--- src/shared/vip_regs.svh ---
// Encodings, field positions and reset values of the virtual interrupt and power registers
// How it works
// - Virtual interrupt register answers only Secure privileged accesses; others get no access.
// - A pending virtual event reaches the core one enabled edge after it is Non-secure.
// - Abort bit [8] set while Non-secure raises an ordinary abort.
// - IRQ bit [7] set while Non-secure raises an ordinary IRQ.
// - FIQ bit [6] set while Non-secure raises an ordinary FIQ.
// - Virtual interrupt register sits at CRn c12, CRm c1, op1 0, op2 1.
// - Power register is written only in Secure state; Non-secure may read it.
// - Latency field [10:8] loads from the latency pins when reset ends.
// - Power bit [0] enables dynamic clock gating and clears at reset.
// - Power register sits at CRn c15, CRm c0, op1 0, op2 0.
`ifndef VIP_REGS_SVH
`define VIP_REGS_SVH

// ==========================================
// Coprocessor transfer encodings
`define VIP_INJ_CRN 4'hc
`define VIP_INJ_CRM 4'h1
`define VIP_INJ_OP1 3'h0
`define VIP_INJ_OP2 3'h1
`define VIP_PWR_CRN 4'hf
`define VIP_PWR_CRM 4'h0
`define VIP_PWR_OP1 3'h0
`define VIP_PWR_OP2 3'h0

// ==========================================
// Field positions
`define VIP_INJ_ABORT_BIT 8
`define VIP_INJ_IRQ_BIT 7
`define VIP_INJ_FIQ_BIT 6
`define VIP_PWR_LAT_LSB 8
`define VIP_PWR_LAT_MSB 10
`define VIP_PWR_GATE_BIT 0
`define VIP_INJ_MASK 32'h000001c0
`define VIP_PWR_MASK 32'h00000701

// ==========================================
// Reset values
`define VIP_INJ_RST 3'h0
`define VIP_GATE_RST 1'h0
`define VIP_LAT_RST 3'h0
`define VIP_WORD_ZERO 32'h00000000

`endif

--- src/shared/vip_pkg.sv ---
// Types shared by the virtual interrupt and power register bank
package vip_pkg;

   // ==========================================
   // Register selected by a transfer
   typedef enum logic [1:0]
   {
      VIP_SEL_NONE = 2'b00,
      VIP_SEL_INJ = 2'b01,
      VIP_SEL_PWR = 2'b10
   } vip_sel_t;

   // Bit order of the three virtual events
   typedef enum logic [1:0]
   {
      VIP_EV_FIQ = 2'b00,
      VIP_EV_IRQ = 2'b01,
      VIP_EV_ABORT = 2'b10
   } vip_event_t;

endpackage

--- src/verilog/vip_bank.sv ---
// Virtual interrupt injection and power control register bank
`timescale 1ns/10ps
`include "vip_regs.svh"

module vip_bank
#(
   parameter int LAT_W = 3
)
(
   // Clock, reset, enable
   input wire logic i_clk,
   input wire logic i_srst,
   input wire logic i_ce,
   // Coprocessor transfer request
   input wire logic i_cp_valid,
   input wire logic i_cp_write,
   input wire logic [3:0] i_cp_crn,
   input wire logic [3:0] i_cp_crm,
   input wire logic [2:0] i_cp_op1,
   input wire logic [2:0] i_cp_op2,
   input wire logic [31:0] i_cp_wdata,
   // Processor state
   input wire logic i_secure,
   input wire logic i_priv,
   // Configuration pins
   input wire logic [LAT_W-1:0] i_max_clock_latency_pins,
   // Transfer answer
   output logic o_cp_ack,
   output logic o_cp_undef,
   output logic [31:0] o_cp_rdata,
   // Virtual events to the core
   output logic o_virt_abort,
   output logic o_virt_irq,
   output logic o_virt_fiq,
   // Power control
   output logic o_clk_gate_en,
   output logic [LAT_W-1:0] o_max_clk_latency
);

   // ==========================================
   // Elaboration check
   if (LAT_W != (`VIP_PWR_LAT_MSB - `VIP_PWR_LAT_LSB + 1))
   begin : g_bad_width
      $error("LAT_W must match the latency field width");
   end

   // ==========================================
   // Decode
   vip_pkg::vip_sel_t sel;
   logic inj_allowed;
   logic req;
   logic inj_wr;
   logic pwr_wr;

   vip_cp_decode u_dec
   (
      .i_crn(i_cp_crn),
      .i_crm(i_cp_crm),
      .i_op1(i_cp_op1),
      .i_op2(i_cp_op2),
      .o_sel(sel)
   );

   assign req = i_cp_valid & i_ce;
   assign inj_allowed = i_secure & i_priv;
   assign inj_wr = req & i_cp_write & (sel == vip_pkg::VIP_SEL_INJ) & inj_allowed;
   // User mode may read but not change the power register
   assign pwr_wr = req & i_cp_write & (sel == vip_pkg::VIP_SEL_PWR) & i_secure
                   & i_priv;

   // ==========================================
   // Register state
   logic [2:0] inj_r;
   logic [2:0] inj_nxt;
   logic gate_r;
   logic gate_nxt;
   logic [LAT_W-1:0] lat_r;
   logic [LAT_W-1:0] lat_nxt;
   logic strap_pend_r;
   logic strap_pend_nxt;

   always_comb
   begin
      inj_nxt = inj_r;
      gate_nxt = gate_r;
      lat_nxt = lat_r;
      strap_pend_nxt = strap_pend_r;
      // Pins are caught on the first enabled edge after reset release
      if (strap_pend_r)
      begin
         lat_nxt = i_max_clock_latency_pins;
         strap_pend_nxt = 1'b0;
      end
      if (inj_wr)
      begin
         // Only the three event bits are stored; the rest is dropped
         inj_nxt[vip_pkg::VIP_EV_ABORT] = i_cp_wdata[`VIP_INJ_ABORT_BIT];
         inj_nxt[vip_pkg::VIP_EV_IRQ] = i_cp_wdata[`VIP_INJ_IRQ_BIT];
         inj_nxt[vip_pkg::VIP_EV_FIQ] = i_cp_wdata[`VIP_INJ_FIQ_BIT];
      end
      if (pwr_wr)
      begin
         gate_nxt = i_cp_wdata[`VIP_PWR_GATE_BIT];
         // A write wins over a pending strap load only if it comes later
         if (!strap_pend_r)
         begin
            lat_nxt = i_cp_wdata[`VIP_PWR_LAT_MSB:`VIP_PWR_LAT_LSB];
         end
      end
   end

   always_ff @(posedge i_clk)
   begin
      if (i_srst)
      begin
         inj_r <= `VIP_INJ_RST;
         gate_r <= `VIP_GATE_RST;
         lat_r <= `VIP_LAT_RST;
         strap_pend_r <= 1'b1;
      end
      else if (i_ce)
      begin
         inj_r <= inj_nxt;
         gate_r <= gate_nxt;
         lat_r <= lat_nxt;
         strap_pend_r <= strap_pend_nxt;
      end
   end

   // ==========================================
   // Transfer answer
   logic ack_nxt;
   logic undef_nxt;
   logic [31:0] rdata_nxt;

   always_comb
   begin
      ack_nxt = req;
      undef_nxt = 1'b0;
      rdata_nxt = `VIP_WORD_ZERO;
      if (req)
      begin
         case (sel)
            vip_pkg::VIP_SEL_INJ:
            begin
               if (!inj_allowed)
               begin
                  undef_nxt = 1'b1;
               end
               else if (!i_cp_write)
               begin
                  rdata_nxt[`VIP_INJ_ABORT_BIT] = inj_r[vip_pkg::VIP_EV_ABORT];
                  rdata_nxt[`VIP_INJ_IRQ_BIT] = inj_r[vip_pkg::VIP_EV_IRQ];
                  rdata_nxt[`VIP_INJ_FIQ_BIT] = inj_r[vip_pkg::VIP_EV_FIQ];
               end
            end
            vip_pkg::VIP_SEL_PWR:
            begin
               if (!i_cp_write)
               begin
                  rdata_nxt[`VIP_PWR_LAT_MSB:`VIP_PWR_LAT_LSB] = lat_r;
                  rdata_nxt[`VIP_PWR_GATE_BIT] = gate_r;
               end
            end
            default:
            begin
               undef_nxt = 1'b1;
            end
         endcase
      end
   end

   always_ff @(posedge i_clk)
   begin
      if (i_srst)
      begin
         o_cp_ack <= 1'b0;
         o_cp_undef <= 1'b0;
         o_cp_rdata <= `VIP_WORD_ZERO;
      end
      else if (i_ce)
      begin
         o_cp_ack <= ack_nxt;
         o_cp_undef <= undef_nxt;
         o_cp_rdata <= rdata_nxt;
      end
   end

   // ==========================================
   // Event delivery
   logic [2:0] take;
   logic [2:0] take_r;
   logic [2:0] take_nxt;

   vip_event_gate #(.N_EV(3)) u_gate
   (
      .i_pending(inj_r),
      .i_nonsecure(~i_secure),
      .o_take(take)
   );

   always_comb
   begin
      take_nxt = take;
   end

   always_ff @(posedge i_clk)
   begin
      if (i_srst)
      begin
         take_r <= `VIP_INJ_RST;
      end
      else if (i_ce)
      begin
         take_r <= take_nxt;
      end
   end

   assign o_virt_abort = take_r[vip_pkg::VIP_EV_ABORT];
   assign o_virt_irq = take_r[vip_pkg::VIP_EV_IRQ];
   assign o_virt_fiq = take_r[vip_pkg::VIP_EV_FIQ];
   assign o_clk_gate_en = gate_r;
   assign o_max_clk_latency = lat_r;

   // ==========================================
   // Checks
   logic abort_arm;
   logic irq_arm;
   logic fiq_arm;
   logic wd_abort;
   logic wd_gate;
   logic [LAT_W-1:0] wd_lat;

   assign abort_arm = inj_r[vip_pkg::VIP_EV_ABORT] & ~i_secure;
   assign irq_arm = inj_r[vip_pkg::VIP_EV_IRQ] & ~i_secure;
   assign fiq_arm = inj_r[vip_pkg::VIP_EV_FIQ] & ~i_secure;
   assign wd_abort = i_cp_wdata[`VIP_INJ_ABORT_BIT];
   assign wd_gate = i_cp_wdata[`VIP_PWR_GATE_BIT];
   assign wd_lat = i_cp_wdata[`VIP_PWR_LAT_MSB:`VIP_PWR_LAT_LSB];

   inj_block_undef_a: assert property (
      @(posedge i_clk) disable iff (i_srst)
      req && sel == vip_pkg::VIP_SEL_INJ && !inj_allowed |=> o_cp_ack && o_cp_undef)
      else $error("blocked virtual interrupt access not refused");

   inj_block_keep_a: assert property (
      @(posedge i_clk) disable iff (i_srst)
      req && i_cp_write && sel == vip_pkg::VIP_SEL_INJ && !inj_allowed |=> $stable(inj_r))
      else $error("blocked write changed virtual interrupt bits");

   abort_deliver_a: assert property (
      @(posedge i_clk) disable iff (i_srst)
      i_ce |=> o_virt_abort == $past(abort_arm))
      else $error("virtual abort not following pending bit and state");

   irq_deliver_a: assert property (
      @(posedge i_clk) disable iff (i_srst)
      i_ce |=> o_virt_irq == $past(irq_arm))
      else $error("virtual irq not following pending bit and state");

   fiq_deliver_a: assert property (
      @(posedge i_clk) disable iff (i_srst)
      i_ce |=> o_virt_fiq == $past(fiq_arm))
      else $error("virtual fiq not following pending bit and state");

   // The outputs follow the state seen at the previous enabled edge only
   secure_quiet_a: assert property (
      @(posedge i_clk) disable iff (i_srst)
      i_ce && i_secure |=> !o_virt_irq && !o_virt_fiq && !o_virt_abort)
      else $error("virtual event delivered in Secure state");

   inj_write_a: assert property (
      @(posedge i_clk) disable iff (i_srst)
      inj_wr |=> inj_r[vip_pkg::VIP_EV_ABORT] == $past(wd_abort))
      else $error("virtual interrupt write not stored");

   pwr_ns_keep_a: assert property (
      @(posedge i_clk) disable iff (i_srst)
      req && i_cp_write && sel == vip_pkg::VIP_SEL_PWR && !i_secure && !strap_pend_r
      |=> $stable(gate_r) && $stable(lat_r))
      else $error("Non-secure write changed power register");

   strap_load_a: assert property (
      @(posedge i_clk) disable iff (i_srst)
      i_ce && strap_pend_r |=> lat_r == $past(i_max_clock_latency_pins))
      else $error("latency pins not captured after reset");

   gate_reset_a: assert property (
      @(posedge i_clk)
      i_srst |=> !o_clk_gate_en && strap_pend_r)
      else $error("clock gating enabled out of reset");

   pwr_write_a: assert property (
      @(posedge i_clk) disable iff (i_srst)
      pwr_wr |=> o_clk_gate_en == $past(wd_gate))
      else $error("power register write not stored");

   pwr_lat_write_a: assert property (
      @(posedge i_clk) disable iff (i_srst)
      pwr_wr && !strap_pend_r |=> o_max_clk_latency == $past(wd_lat))
      else $error("power register latency write not stored");

   reserved_zero_a: assert property (
      @(posedge i_clk) disable iff (i_srst)
      o_cp_ack |-> (o_cp_rdata & ~(`VIP_INJ_MASK | `VIP_PWR_MASK)) == `VIP_WORD_ZERO)
      else $error("reserved read data bits not zero");

endmodule

--- src/verilog/vip_cp_decode.sv ---
// Decode of a coprocessor transfer encoding into a register select
`timescale 1ns/10ps
`include "vip_regs.svh"

module vip_cp_decode
(
   // Transfer encoding
   input wire logic [3:0] i_crn,
   input wire logic [3:0] i_crm,
   input wire logic [2:0] i_op1,
   input wire logic [2:0] i_op2,
   // Select
   output vip_pkg::vip_sel_t o_sel
);

   function automatic logic enc_match(input logic [3:0] crn, input logic [3:0] crm,
                                      input logic [2:0] op1, input logic [2:0] op2,
                                      input logic [3:0] want_crn, input logic [3:0] want_crm,
                                      input logic [2:0] want_op1, input logic [2:0] want_op2);
      enc_match = (crn == want_crn) && (crm == want_crm) && (op1 == want_op1)
                  && (op2 == want_op2);
   endfunction

   always_comb
   begin
      o_sel = vip_pkg::VIP_SEL_NONE;
      if (enc_match(i_crn, i_crm, i_op1, i_op2, `VIP_INJ_CRN, `VIP_INJ_CRM, `VIP_INJ_OP1,
                    `VIP_INJ_OP2))
      begin
         o_sel = vip_pkg::VIP_SEL_INJ;
      end
      else if (enc_match(i_crn, i_crm, i_op1, i_op2, `VIP_PWR_CRN, `VIP_PWR_CRM,
                         `VIP_PWR_OP1, `VIP_PWR_OP2))
      begin
         o_sel = vip_pkg::VIP_SEL_PWR;
      end
   end

endmodule

--- src/verilog/vip_event_gate.sv ---
// Qualifies pending virtual events with the Non-secure state
`timescale 1ns/10ps

module vip_event_gate
#(
   parameter int N_EV = 3
)
(
   // Pending events and state
   input wire logic [N_EV-1:0] i_pending,
   input wire logic i_nonsecure,
   // Events presented to the core
   output wire logic [N_EV-1:0] o_take
);

   if (N_EV < 1)
   begin : g_bad_count
      $error("N_EV must be at least one");
   end

   for (genvar g = 0; g < N_EV; g++)
   begin : g_ev
      // No extra qualifier: the event follows the state directly
      assign o_take[g] = i_pending[g] & i_nonsecure;
   end

endmodule

--- config.mk ---
export PLATFORM = sky130hd
export DESIGN_NAME = vip_bank
export DESIGN_NICKNAME = d
export VERILOG_FILES = /design/src/shared/vip_pkg.sv /design/src/verilog/vip_bank.sv /design/src/verilog/vip_cp_decode.sv /design/src/verilog/vip_event_gate.sv
export VERILOG_INCLUDE_DIRS = /design/src /design/src/shared
export SDC_FILE = /design/constraint.sdc
export NUM_CORES = 1
export LEC_CHECK = 0
export BUFFER_PORTS_ARGS = -buffer_cell sky130_fd_sc_hd__clkbuf_2
export CAP_MARGIN = 20
export CORE_MARGIN = 3
export CORE_UTILIZATION = 38
export CTS_CLUSTER_DIAMETER = 150
export CTS_CLUSTER_SIZE = 10
export DETAILED_ROUTE_END_ITERATION = 12
export PLACE_DENSITY_LB_ADDON = 0.12
export SLEW_MARGIN = 40
export SYNTH_ARGS = -nofsm -noshare
export SYNTH_HDL_FRONTEND = slang
export SYNTH_SLANG_ARGS = --single-unit
--- constraint.sdc ---
create_clock -name i_clk -period 1.6 [get_ports i_clk]
set_clock_uncertainty 0.1 [all_clocks]
set_input_delay 0.24 -clock i_clk [delete_from_list [all_inputs] [get_ports i_clk]]
set_output_delay 0.24 -clock i_clk [all_outputs]
set_load 0.05 [all_outputs]
==> impl_metrics.env, run 1 <==
export IMPL_status="finished, final reports clean"
export IMPL_maxCapViolCount=0
export IMPL_worstHoldPathType="input pin to flip-flop"
export IMPL_core_um2=2810
export IMPL_critPathMaxStageDelay_ns=0.41
export IMPL_vias=1057
export IMPL_io_pins=97
export IMPL_p_leak_nw=0.647
export IMPL_clock_path_buffers=2
export IMPL_clockRootBuffer="clkbuf_4"
export IMPL_overflow=0
export IMPL_p_per_area_nw_per_um2=758
export IMPL_synthCells=137
export IMPL_vias_per_cell=4.89
export IMPL_busiest_layer="met2"
export IMPL_initial_core_util_pct=40.6
export IMPL_row_count=19
export IMPL_async_flop_share_pct=0
export IMPL_path_max_fanout=4
export IMPL_die_y_um=60.7
export IMPL_cts_resized=0
export IMPL_critPathLaunchType="flip-flop"
export IMPL_grt_use_met2_pct=25.8
export IMPL_finalSetupTns_ns=0
export IMPL_slowest_stage="dfxtp_1"
export IMPL_dp_cells=212
export IMPL_finalPower_w=0.00102
export IMPL_final_layout_size_suffix_gt1_share_pct=34.6
export IMPL_yosysSeqAreaShare_pct=33.4
export IMPL_drc=0
export IMPL_clkTransAtPathRegs_ns=0.11
export IMPL_antenna_found_initial=0
export IMPL_critPathBufInv=1
export IMPL_synth_edf_count=0
export IMPL_grt_usage_pct=14.8
export IMPL_h_tree_depth=1
export IMPL_cts_inserted_buffers=3
export IMPL_nNetsFinal=242
export IMPL_synth_seq_cells=19
export IMPL_setup_viol=0
export IMPL_synth_cell_type_count=36
export IMPL_diodes=0
export IMPL_final_max_slew_viol_count=0
export IMPL_arrival_ns=1.01
export IMPL_fmax_mhz=742
export IMPL_grt_pass1_wl_um=4130
export IMPL_grt_pass1_vias=963
export IMPL_first_pass_iters=4
export IMPL_period_needed_ns=1.35
export IMPL_crit_chain="clkbuf_2"
export IMPL_holdBufCountCts=0
export IMPL_use_met3_pct=5.11
export IMPL_fillers=281
export IMPL_worst_endpoint_required_ns=1.26
export IMPL_numClockSinks=19
export IMPL_final_common_cell="clkbuf_2"
export IMPL_die_area_um2=3690
export IMPL_met1_usage_pct=17.8
export IMPL_final_cell_mix="clkbuf_2, conb_1, dfxtp_1"
export IMPL_syn_area_um2=1140
export IMPL_hold_viol=0
export IMPL_area_growth_pct=17.9
export IMPL_post_cts_buffers=0
export IMPL_wire_per_inst_um=12.2
export IMPL_drt_total_wl_um=2640
export IMPL_cts_tree="done"
export IMPL_critPathTopFamily="flip-flops"
export IMPL_avgSynthCellArea_um2=8.31
export IMPL_clk_latency_ns=0.29
export IMPL_grt_max_degree=21
export IMPL_fp_dieW_um=60.7
export IMPL_critPathKind="flip-flop to output pin"
export IMPL_critPathCaptureType="output pin"
export IMPL_ys_warn_count=0
export IMPL_port_buffers=44
export IMPL_ir_drop_uv=564
export IMPL_finalNonFillerCells=216
export IMPL_rsz0062_at_grt="false"
export IMPL_post_dp_hpwl_um=2140
export IMPL_gp_congestion=0.807
export IMPL_drt_iter0_drc=48
export IMPL_min_period_over_period_pct=84.2
export IMPL_synthFlopType="dfxtp_1"
export IMPL_antenna_left=0
[layout make-up]
type                            count  area (um^2)  area share [%]
Clock buffer                        3         22.5            1.68
Inverter                            1         3.75           0.280
Timing Repair Buffer               52          280            20.9
Multi-Input combinational cell    109          612            45.6
Sequential cell                    19          380            28.3
Clock inverter                      1         5.00           0.373
Tap cell                           31         38.8            2.89
[where the power goes]
group / internal (W) / total [W] / switching (W)
Clock: 0.0000931 / 0.000243 / 0.000149
Sequential: 0.000483 / 0.000494 / 0.0000107
Combinational: 0.0000613 / 0.000281 / 0.000220
Total: 0.000638 / 0.00102 / 0.000380
[registers in the layout (all words and copies together), names as in the netlist]
register,flops
inj_r,3
o_max_clk_latency,3
o_cp_ack,1
take_r,3
o_cp_undef,1
strap_pend_r,1
o_cp_rdata,6
o_clk_gate_en,1
[cells in the mapped netlist, types with 2 or more instances]
library cell / count / share of area (%)
and4bb_1: 2 / 2.2
nor2_1: 11 / 3.6
a32oi_1: 2 / 1.5
and2_2: 2 / 1.3
clkbuf_1: 2 / 0.66
and4_1: 2 / 1.5
nand2_1: 13 / 4.3
o31a_1: 2 / 1.5
o22ai_1: 2 / 1.1
a21oi_1: 13 / 5.7
and3_1: 3 / 1.6
nand4_1: 5 / 2.7
o21ai_0: 3 / 1.3
buf_4: 29 / 19
dfxtp_1: 19 / 33
a21boi_1: 2 / 1.3
nand3_1: 6 / 2.6
[final timing paths]
check	endpoint	from	cells after the start	slack, ns
worst max-delay path	o_max_clk_latency[0]	o_max_clk_latency[0]	1	0.25
worst min-delay path	o_clk_gate_en	i_cp_wdata[0]	3	0.06
worst max register to register	o_max_clk_latency[1]	strap_pend_r	3	0.30
worst min register to register	o_cp_rdata[10]	o_cp_rdata[10]	2	0.37
[tightest hold or removal path, cell delays in order]
cell and delay [ns]:
clkbuf_2 0.08, nand3_1 0.05, a21oi_1 0.05
[kinds of logic after synthesis]
kind of cell,count (synthesis),share of synthesized area (%)
simple gates,52,27.7
buf+inv,34,21.1
other cells,1,0.329
compound gates,31,17.5
flops,19,33.4
[metal layers]
metal,vias up,share of wire [%]
li1,534,-
met1,474,42
met2,47,48
met3,2,9.1
met4,0,0.49
met5,-,0
[per-stage QoR]
stage	setup WS [ns]	util [%]	instance area [um^2]	hold WS, ns
after floorplan	0.0601	-	1230	0.288
after global placement	0.0591	46.9	1320	0.345
after detailed placement	0.0569	46.9	1320	0.357
after CTS	0.251	47.9	1340	0.0571
after global routing	0.196	47.9	1340	0.0666
final	0.253	47.9	1340	0.0636
No activity file was read; power rests on OpenSTA's default activity.
==> inputs of run 2 (changes only) <==
- clock period: 1.6 -> 1.3 ns (I/O delays scaled with it)
==> run 2 against run 1 <==
Compared with the run above: critical endpoint unchanged; register-to-register slack worse by 0.17 ns; worst setup slack worse by 0.21 ns; non-clock buffer count is 8 higher; global-route usage is 0.14 points higher; via count is 1.7% higher; count of clock-buffer cells in the layout stayed put; first-iteration DRC count is 21% lower; wire length is 0.80% lower.
==> impl_metrics.env, run 2 (synthesis gave the netlist of run 1 again) <==
export IMPL_drc=0
export IMPL_grt_pass1_vias=954
export IMPL_cp_startpoint="o_max_clk_latency[0]"
export IMPL_critPathLaunchType="flip-flop"
export IMPL_power_frac_clock_pct=23.8
export IMPL_drt_met1_wl_um=1180
export IMPL_fin_area_um2=1430
export IMPL_final_max_slew_viol_count=0
export IMPL_vias=1075
export IMPL_port_buffers=44
export IMPL_cts_inserted_buffers=3
export IMPL_p_int_w=0.000799
export IMPL_critPathMaxStageDelay_ns=0.41
export IMPL_p_sw_w=0.000477
export IMPL_diodes=0
export IMPL_final_layout_size_suffix_gt1_share_pct=39.4
export IMPL_p_sw_share_pct=37.4
export IMPL_p_leak_nw=0.688
export IMPL_critPathBufInv=1
export IMPL_gp_congestion=0.792
export IMPL_maxCapViolCount=0
export IMPL_fmax_mhz=798
export IMPL_critPathCaptureType="output pin"
export IMPL_largest_register_ffs=6
export IMPL_drt_iter0_drc=38
export IMPL_die_y_um=60.7
export IMPL_holdPathStages=3
export IMPL_area_growth_pct=25.8
export IMPL_row_count=19
export IMPL_holdBufCountCts=0
export IMPL_min_to="inj_r[1]"
export IMPL_status="finished, final reports clean"
export IMPL_first_pass_iters=4
export IMPL_setup_viol=0
export IMPL_path_max_fanout=4
export IMPL_ff2ff_path_depth=3
export IMPL_pwr_share_seq_pct=47.5
export IMPL_die_area_um2=3690
export IMPL_max_flop_register="o_cp_rdata"
export IMPL_grt_usage_pct=15.0
export IMPL_final_common_cell="clkbuf_2"
export IMPL_hold_start="i_cp_wdata[7]"
export IMPL_core_um2=2810
export IMPL_grt_max_degree=21
export IMPL_r2r_slack_ns=0.13
export IMPL_critPathTopFamily="flip-flops"
export IMPL_numClockSinks=19
export IMPL_critPathKind="flip-flop to output pin"
export IMPL_overflow=0
export IMPL_route_met2_wl_um=1270
export IMPL_h_tree_depth=1
export IMPL_period_needed_ns=1.25
export IMPL_post_dp_hpwl_um=2090
export IMPL_clkTransAtPathRegs_ns=0.11
export IMPL_combPwrFrac_pct=28.6
export IMPL_min_period_over_period_pct=96.4
export IMPL_r2r_start="o_max_clk_latency[1]"
export IMPL_wl_met3_um=149
export IMPL_fp_dieW_um=60.7
export IMPL_arrival_ns=0.96
export IMPL_crit_chain="clkbuf_4"
export IMPL_r2r_end="o_max_clk_latency[1]"
export IMPL_worst_endpoint_required_ns=1.00
export IMPL_drt_total_wl_um=2620
export IMPL_nNetsFinal=250
export IMPL_clk_latency_ns=0.29
export IMPL_vias_per_cell=4.80
export IMPL_initial_core_util_pct=40.6
export IMPL_slowest_stage="dfxtp_1"
export IMPL_p_per_area_nw_per_um2=891
export IMPL_cts_tree="done"
export IMPL_postPlaceCellArea_um2=1390
export IMPL_highest_layer="met4"
export IMPL_antenna_found_initial=0
export IMPL_antenna_left=0
export IMPL_hold_viol=0
export IMPL_wire_per_inst_um=11.7
export IMPL_rsz0062_at_grt="false"
export IMPL_grt_pass1_wl_um=4150
export IMPL_clock_path_buffers=2
export IMPL_finalSetupTns_ns=0
export IMPL_worstHoldPathType="input pin to flip-flop"
export IMPL_io_pins=97
export IMPL_clockRootBuffer="clkbuf_4"
export IMPL_final_cell_mix="clkbuf_2, conb_1, dfxtp_1"
export IMPL_ir_drop_uv=584
## run 2: metrics by stage
stage / hold WS [ns] / utilization, % / setup slack [ns] / power (W) / cells
after floorplan: 0.243 / - / -0.00724 / 0.000947 / 162
final: 0.0231 / 51.1 / 0.0472 / 0.00128 / 224
after CTS: 0.0168 / 50.7 / 0.0285 / 0.00129 / 224
after detailed placement: 0.346 / 49.6 / -0.182 / 0.000980 / 220
after global routing: 0.0287 / 51.1 / 0.00501 / 0.00133 / 224
after global placement: 0.339 / 49.6 / -0.150 / 0.000976 / 220
## run 2: how the worst max path moves through the flow
stage,endpoint,slack [ns],cells after the start
3_5_place_dp,o_max_clk_latency[2],-0.18,5
2_1_floorplan,o_max_clk_latency[1],-0.007,4
6_report,o_max_clk_latency[0],0.05,1
5_1_grt,o_clk_gate_en,0.005,1
4_1_cts,o_max_clk_latency[1],0.03,3
3_3_place_gp,o_max_clk_latency[0],-0.15,5
## run 2: what timing repair did
item	in CTS	in global routing
resized for setup	2	2
setup endpoints to repair	2	1
endpoints found under the hold margin	0	0
setup buffers	0	0
## run 2: cell type report
type | instances | area, um^2
Clock buffer | 3 | 22.5
Clock inverter | 1 | 5.00
Fill cell | 290 | 1370
Inverter | 1 | 3.75
Multi-Input combinational cell | 109 | 633
Sequential cell | 19 | 384
Tap cell | 31 | 38.8
Timing Repair Buffer | 60 | 345
## run 2: metal layers
metal | GRT usage [%] | vias up
li1 | - | 548
met1 | 20.0 | 486
met2 | 24.4 | 39
met3 | 2.77 | 2
met4 | 4.64 | 0
met5 | 0 | -
## run 2: power groups by stage
stage | sequential (W) | clock (W) | combinational [W]
after CTS | 0.000606 | 0.000318 | 0.000363
after global routing | 0.000608 | 0.000332 | 0.000392
after floorplan | 0.000656 | 0 | 0.000290
final | 0.000606 | 0.000304 | 0.000366
after global placement | 0.000618 | 0 | 0.000358
after detailed placement | 0.000619 | 0 | 0.000360
==> inputs of run 3 (changes only) <==
- SYNTH_HIERARCHICAL: unset -> 1
==> run 3 against run 2 <==
Compared with the run above: the flow now finishes with violations (negative setup slack); critical path type is now input pin to flip-flop; non-clock buffer count decreased by 1; synthesized area decreased by 0.22%; flip-flop and latch count unchanged; maximum frequency decreased by 33%; design area increased by 7.6%.
==> impl_metrics.env, run 3 <==
export IMPL_antenna_found_initial=0
export IMPL_yosysSeqAreaShare_pct=33.5
export IMPL_violations="negative setup slack"
export IMPL_final_cell_mix="clkbuf_2, conb_1, dfxtp_1"
export IMPL_p_per_area_nw_per_um2=821
export IMPL_critPathMaxStageDelay_ns=0.40
export IMPL_area_growth_pct=35.7
export IMPL_status="finished with violations"
export IMPL_avgSynthCellArea_um2=8.88
export IMPL_r2r_slack_ns=0.03
export IMPL_diodes=0
export IMPL_syn_area_um2=1140
export IMPL_row_count=19
export IMPL_numClockSinks=19
export IMPL_worst_endpoint_required_ns=1.39
export IMPL_utilization_pct=55.0
export IMPL_max_flop_register="o_cp_rdata"
export IMPL_yosysMostFrequentCell="buf_4"
export IMPL_period_needed_ns=1.88
export IMPL_grt_usage_pct=15.0
export IMPL_die_area_um2=3680
export IMPL_synth_edf_count=0
export IMPL_worstHoldPathType="input pin to flip-flop"
export IMPL_critPathLaunchType="input pin"
export IMPL_final_common_cell="clkbuf_2"
export IMPL_largest_register_ffs=6
export IMPL_post_dp_hpwl_um=2100
export IMPL_io_pins=97
export IMPL_path_max_fanout=3
export IMPL_critPathKind="input pin to flip-flop"
export IMPL_r2r_start="strap_pend_r"
export IMPL_first_pass_iters=4
export IMPL_holdBufCountCts=0
export IMPL_min_to="inj_r[1]"
export IMPL_nNetsFinal=245
export IMPL_maxCapViolCount=0
export IMPL_synth_area_leaders="dfxtp_1, buf_4, mux2i_1, nor2_1, a22oi_1"
export IMPL_fmax_mhz=532
export IMPL_core_um2=2810
export IMPL_setup_slack_ns=-0.580
export IMPL_ys_warn_count=6
export IMPL_synthCells=128
export IMPL_critPathTopFamily="simple AND/OR/NAND/NOR gates"
export IMPL_setup_viol=14
export IMPL_hold_slack_ns=0.0554
export IMPL_grt_pass1_vias=973
export IMPL_clockRootBuffer="clkbuf_4"
export IMPL_grt_max_degree=14
export IMPL_port_buffers=44
export IMPL_yosysTopAreaCell="dfxtp_1"
export IMPL_drt_iter0_drc=22
export IMPL_initial_core_util_pct=40.5
export IMPL_clk_latency_ns=0.29
export IMPL_antenna_left=0
export IMPL_ir_drop_uv=604
export IMPL_p_leak_nw=0.759
export IMPL_crit_chain="clkbuf_2 -> or3_4 -> nor4_4 -> inv_1 -> ha_2 -> and3_4 -> a22oi_2 -> mux2_4"
export IMPL_synth_common_cells="buf_4, dfxtp_1, nor2_1"
export IMPL_hold_viol=0
export IMPL_async_flop_share_pct=0
export IMPL_slowest_stage="or3_4"
export IMPL_h_tree_depth=1
export IMPL_wire_per_inst_um=12.1
export IMPL_clock_path_buffers=2
export IMPL_critPathCaptureType="flip-flop"
export IMPL_vias_per_cell=4.70
export IMPL_synth_cell_type_count=35
export IMPL_cts_tree="done"
export IMPL_synth_top_area_share_pct=33.5
export IMPL_final_layout_size_suffix_gt1_share_pct=46.2
export IMPL_vias=1020
export IMPL_holdPathStages=3
export IMPL_synth_seq_cells=19
export IMPL_fp_dieW_um=60.7
export IMPL_drt_total_wl_um=2630
export IMPL_final_max_slew_viol_count=0
export IMPL_die_y_um=60.7
export IMPL_synthFlopType="dfxtp_1"
export IMPL_cts_inserted_buffers=3
export IMPL_min_period_over_period_pct=145
export IMPL_arrival_ns=1.97
export IMPL_r2r_end="o_max_clk_latency[1]"
export IMPL_ff2ff_path_depth=2
export IMPL_gp_congestion=0.731
export IMPL_clkTransAtPathRegs_ns=0.10
export IMPL_grt_pass1_wl_um=4140
export IMPL_hold_start="i_cp_wdata[7]"
export IMPL_drc=0
export IMPL_overflow=0
export IMPL_critPathBufInv=2
export IMPL_rsz0062_at_grt="true"
-- run 3: cell type report --
type | count | area, um^2
timing repair buffer | 59 | 348
tap | 31 | 38.8
multi-input combinational | 99 | 729
fill | 273 | 1260
clock buffer | 4 | 26.3
inverter | 5 | 18.8
sequential | 19 | 380
-- run 3: power breakdown --
group,switching [W],internal (W)
combinational,0.000277,0.0000918
clock,0.000171,0.000119
sequential,0.0000115,0.000594
-- run 3: worst reg2reg max path, stage by stage (launching register included) --
cell and delay (ns):
dfxtp_1 0.39, a22oi_2 0.35, mux2_4 0.33
-- run 3: per-stage QoR --
step,power (W),area (um^2),setup TNS [ns],cells,setup slack [ns]
finish,0.00126,1540,-6.38,217,-0.580
global route,0.00134,1540,-7.41,217,-0.648
detailed placement,0.000977,1420,-10.19,210,-0.898
global placement,0.000973,1420,-9.88,210,-0.847
floorplan,0.000948,1280,-7.00,153,-0.721
CTS,0.00128,1510,-5.63,217,-0.515
-- run 3: worst max-delay path by stage --
stage                 from                   end  slack, ns  cells past startpoint
2_1_floorplan  i_cp_op2[2]  o_max_clk_latency[0]      -0.72                      7
5_1_grt        i_cp_op1[1]  o_max_clk_latency[2]      -0.65                      8
6_report       i_cp_op1[1]  o_max_clk_latency[1]      -0.58                      8
3_3_place_gp   i_cp_op2[2]  o_max_clk_latency[2]      -0.85                      8
3_5_place_dp   i_cp_op2[2]  o_max_clk_latency[1]      -0.90                      8
4_1_cts        i_cp_crm[3]  o_max_clk_latency[0]      -0.52                      8
-- run 3: per-layer routing --
metal / global-route usage (%) / up-vias / part of all wire [%]
met5: 0 / - / 0
met4: 2.79 / 0 / 0.46
met3: 4.68 / 2 / 7.7
met2: 26.1 / 38 / 50
met1: 18.2 / 465 / 42
li1: - / 515 / -
-- run 3: repair_timing --
action,CTS,global route
gates resized for setup,10,13
setup endpoints to repair,14,16
pin swaps,11,13
setup buffers,3,1
-- run 3: logic make-up (layout without fill, tap and decap cells) --
kind of cell               after synthesis  count (layout)  synth area share (%)
AOI/OAI and AO/OA                       19              19                  12.3
adders and majority gates                2               2                  2.20
buffers and inverters                   35              68                  20.6
DFF                                     19              19                  33.5
muxes                                   10              10                  9.14
other                                    1              26                 0.330
and+or+nand+nor                         42              42                  21.9
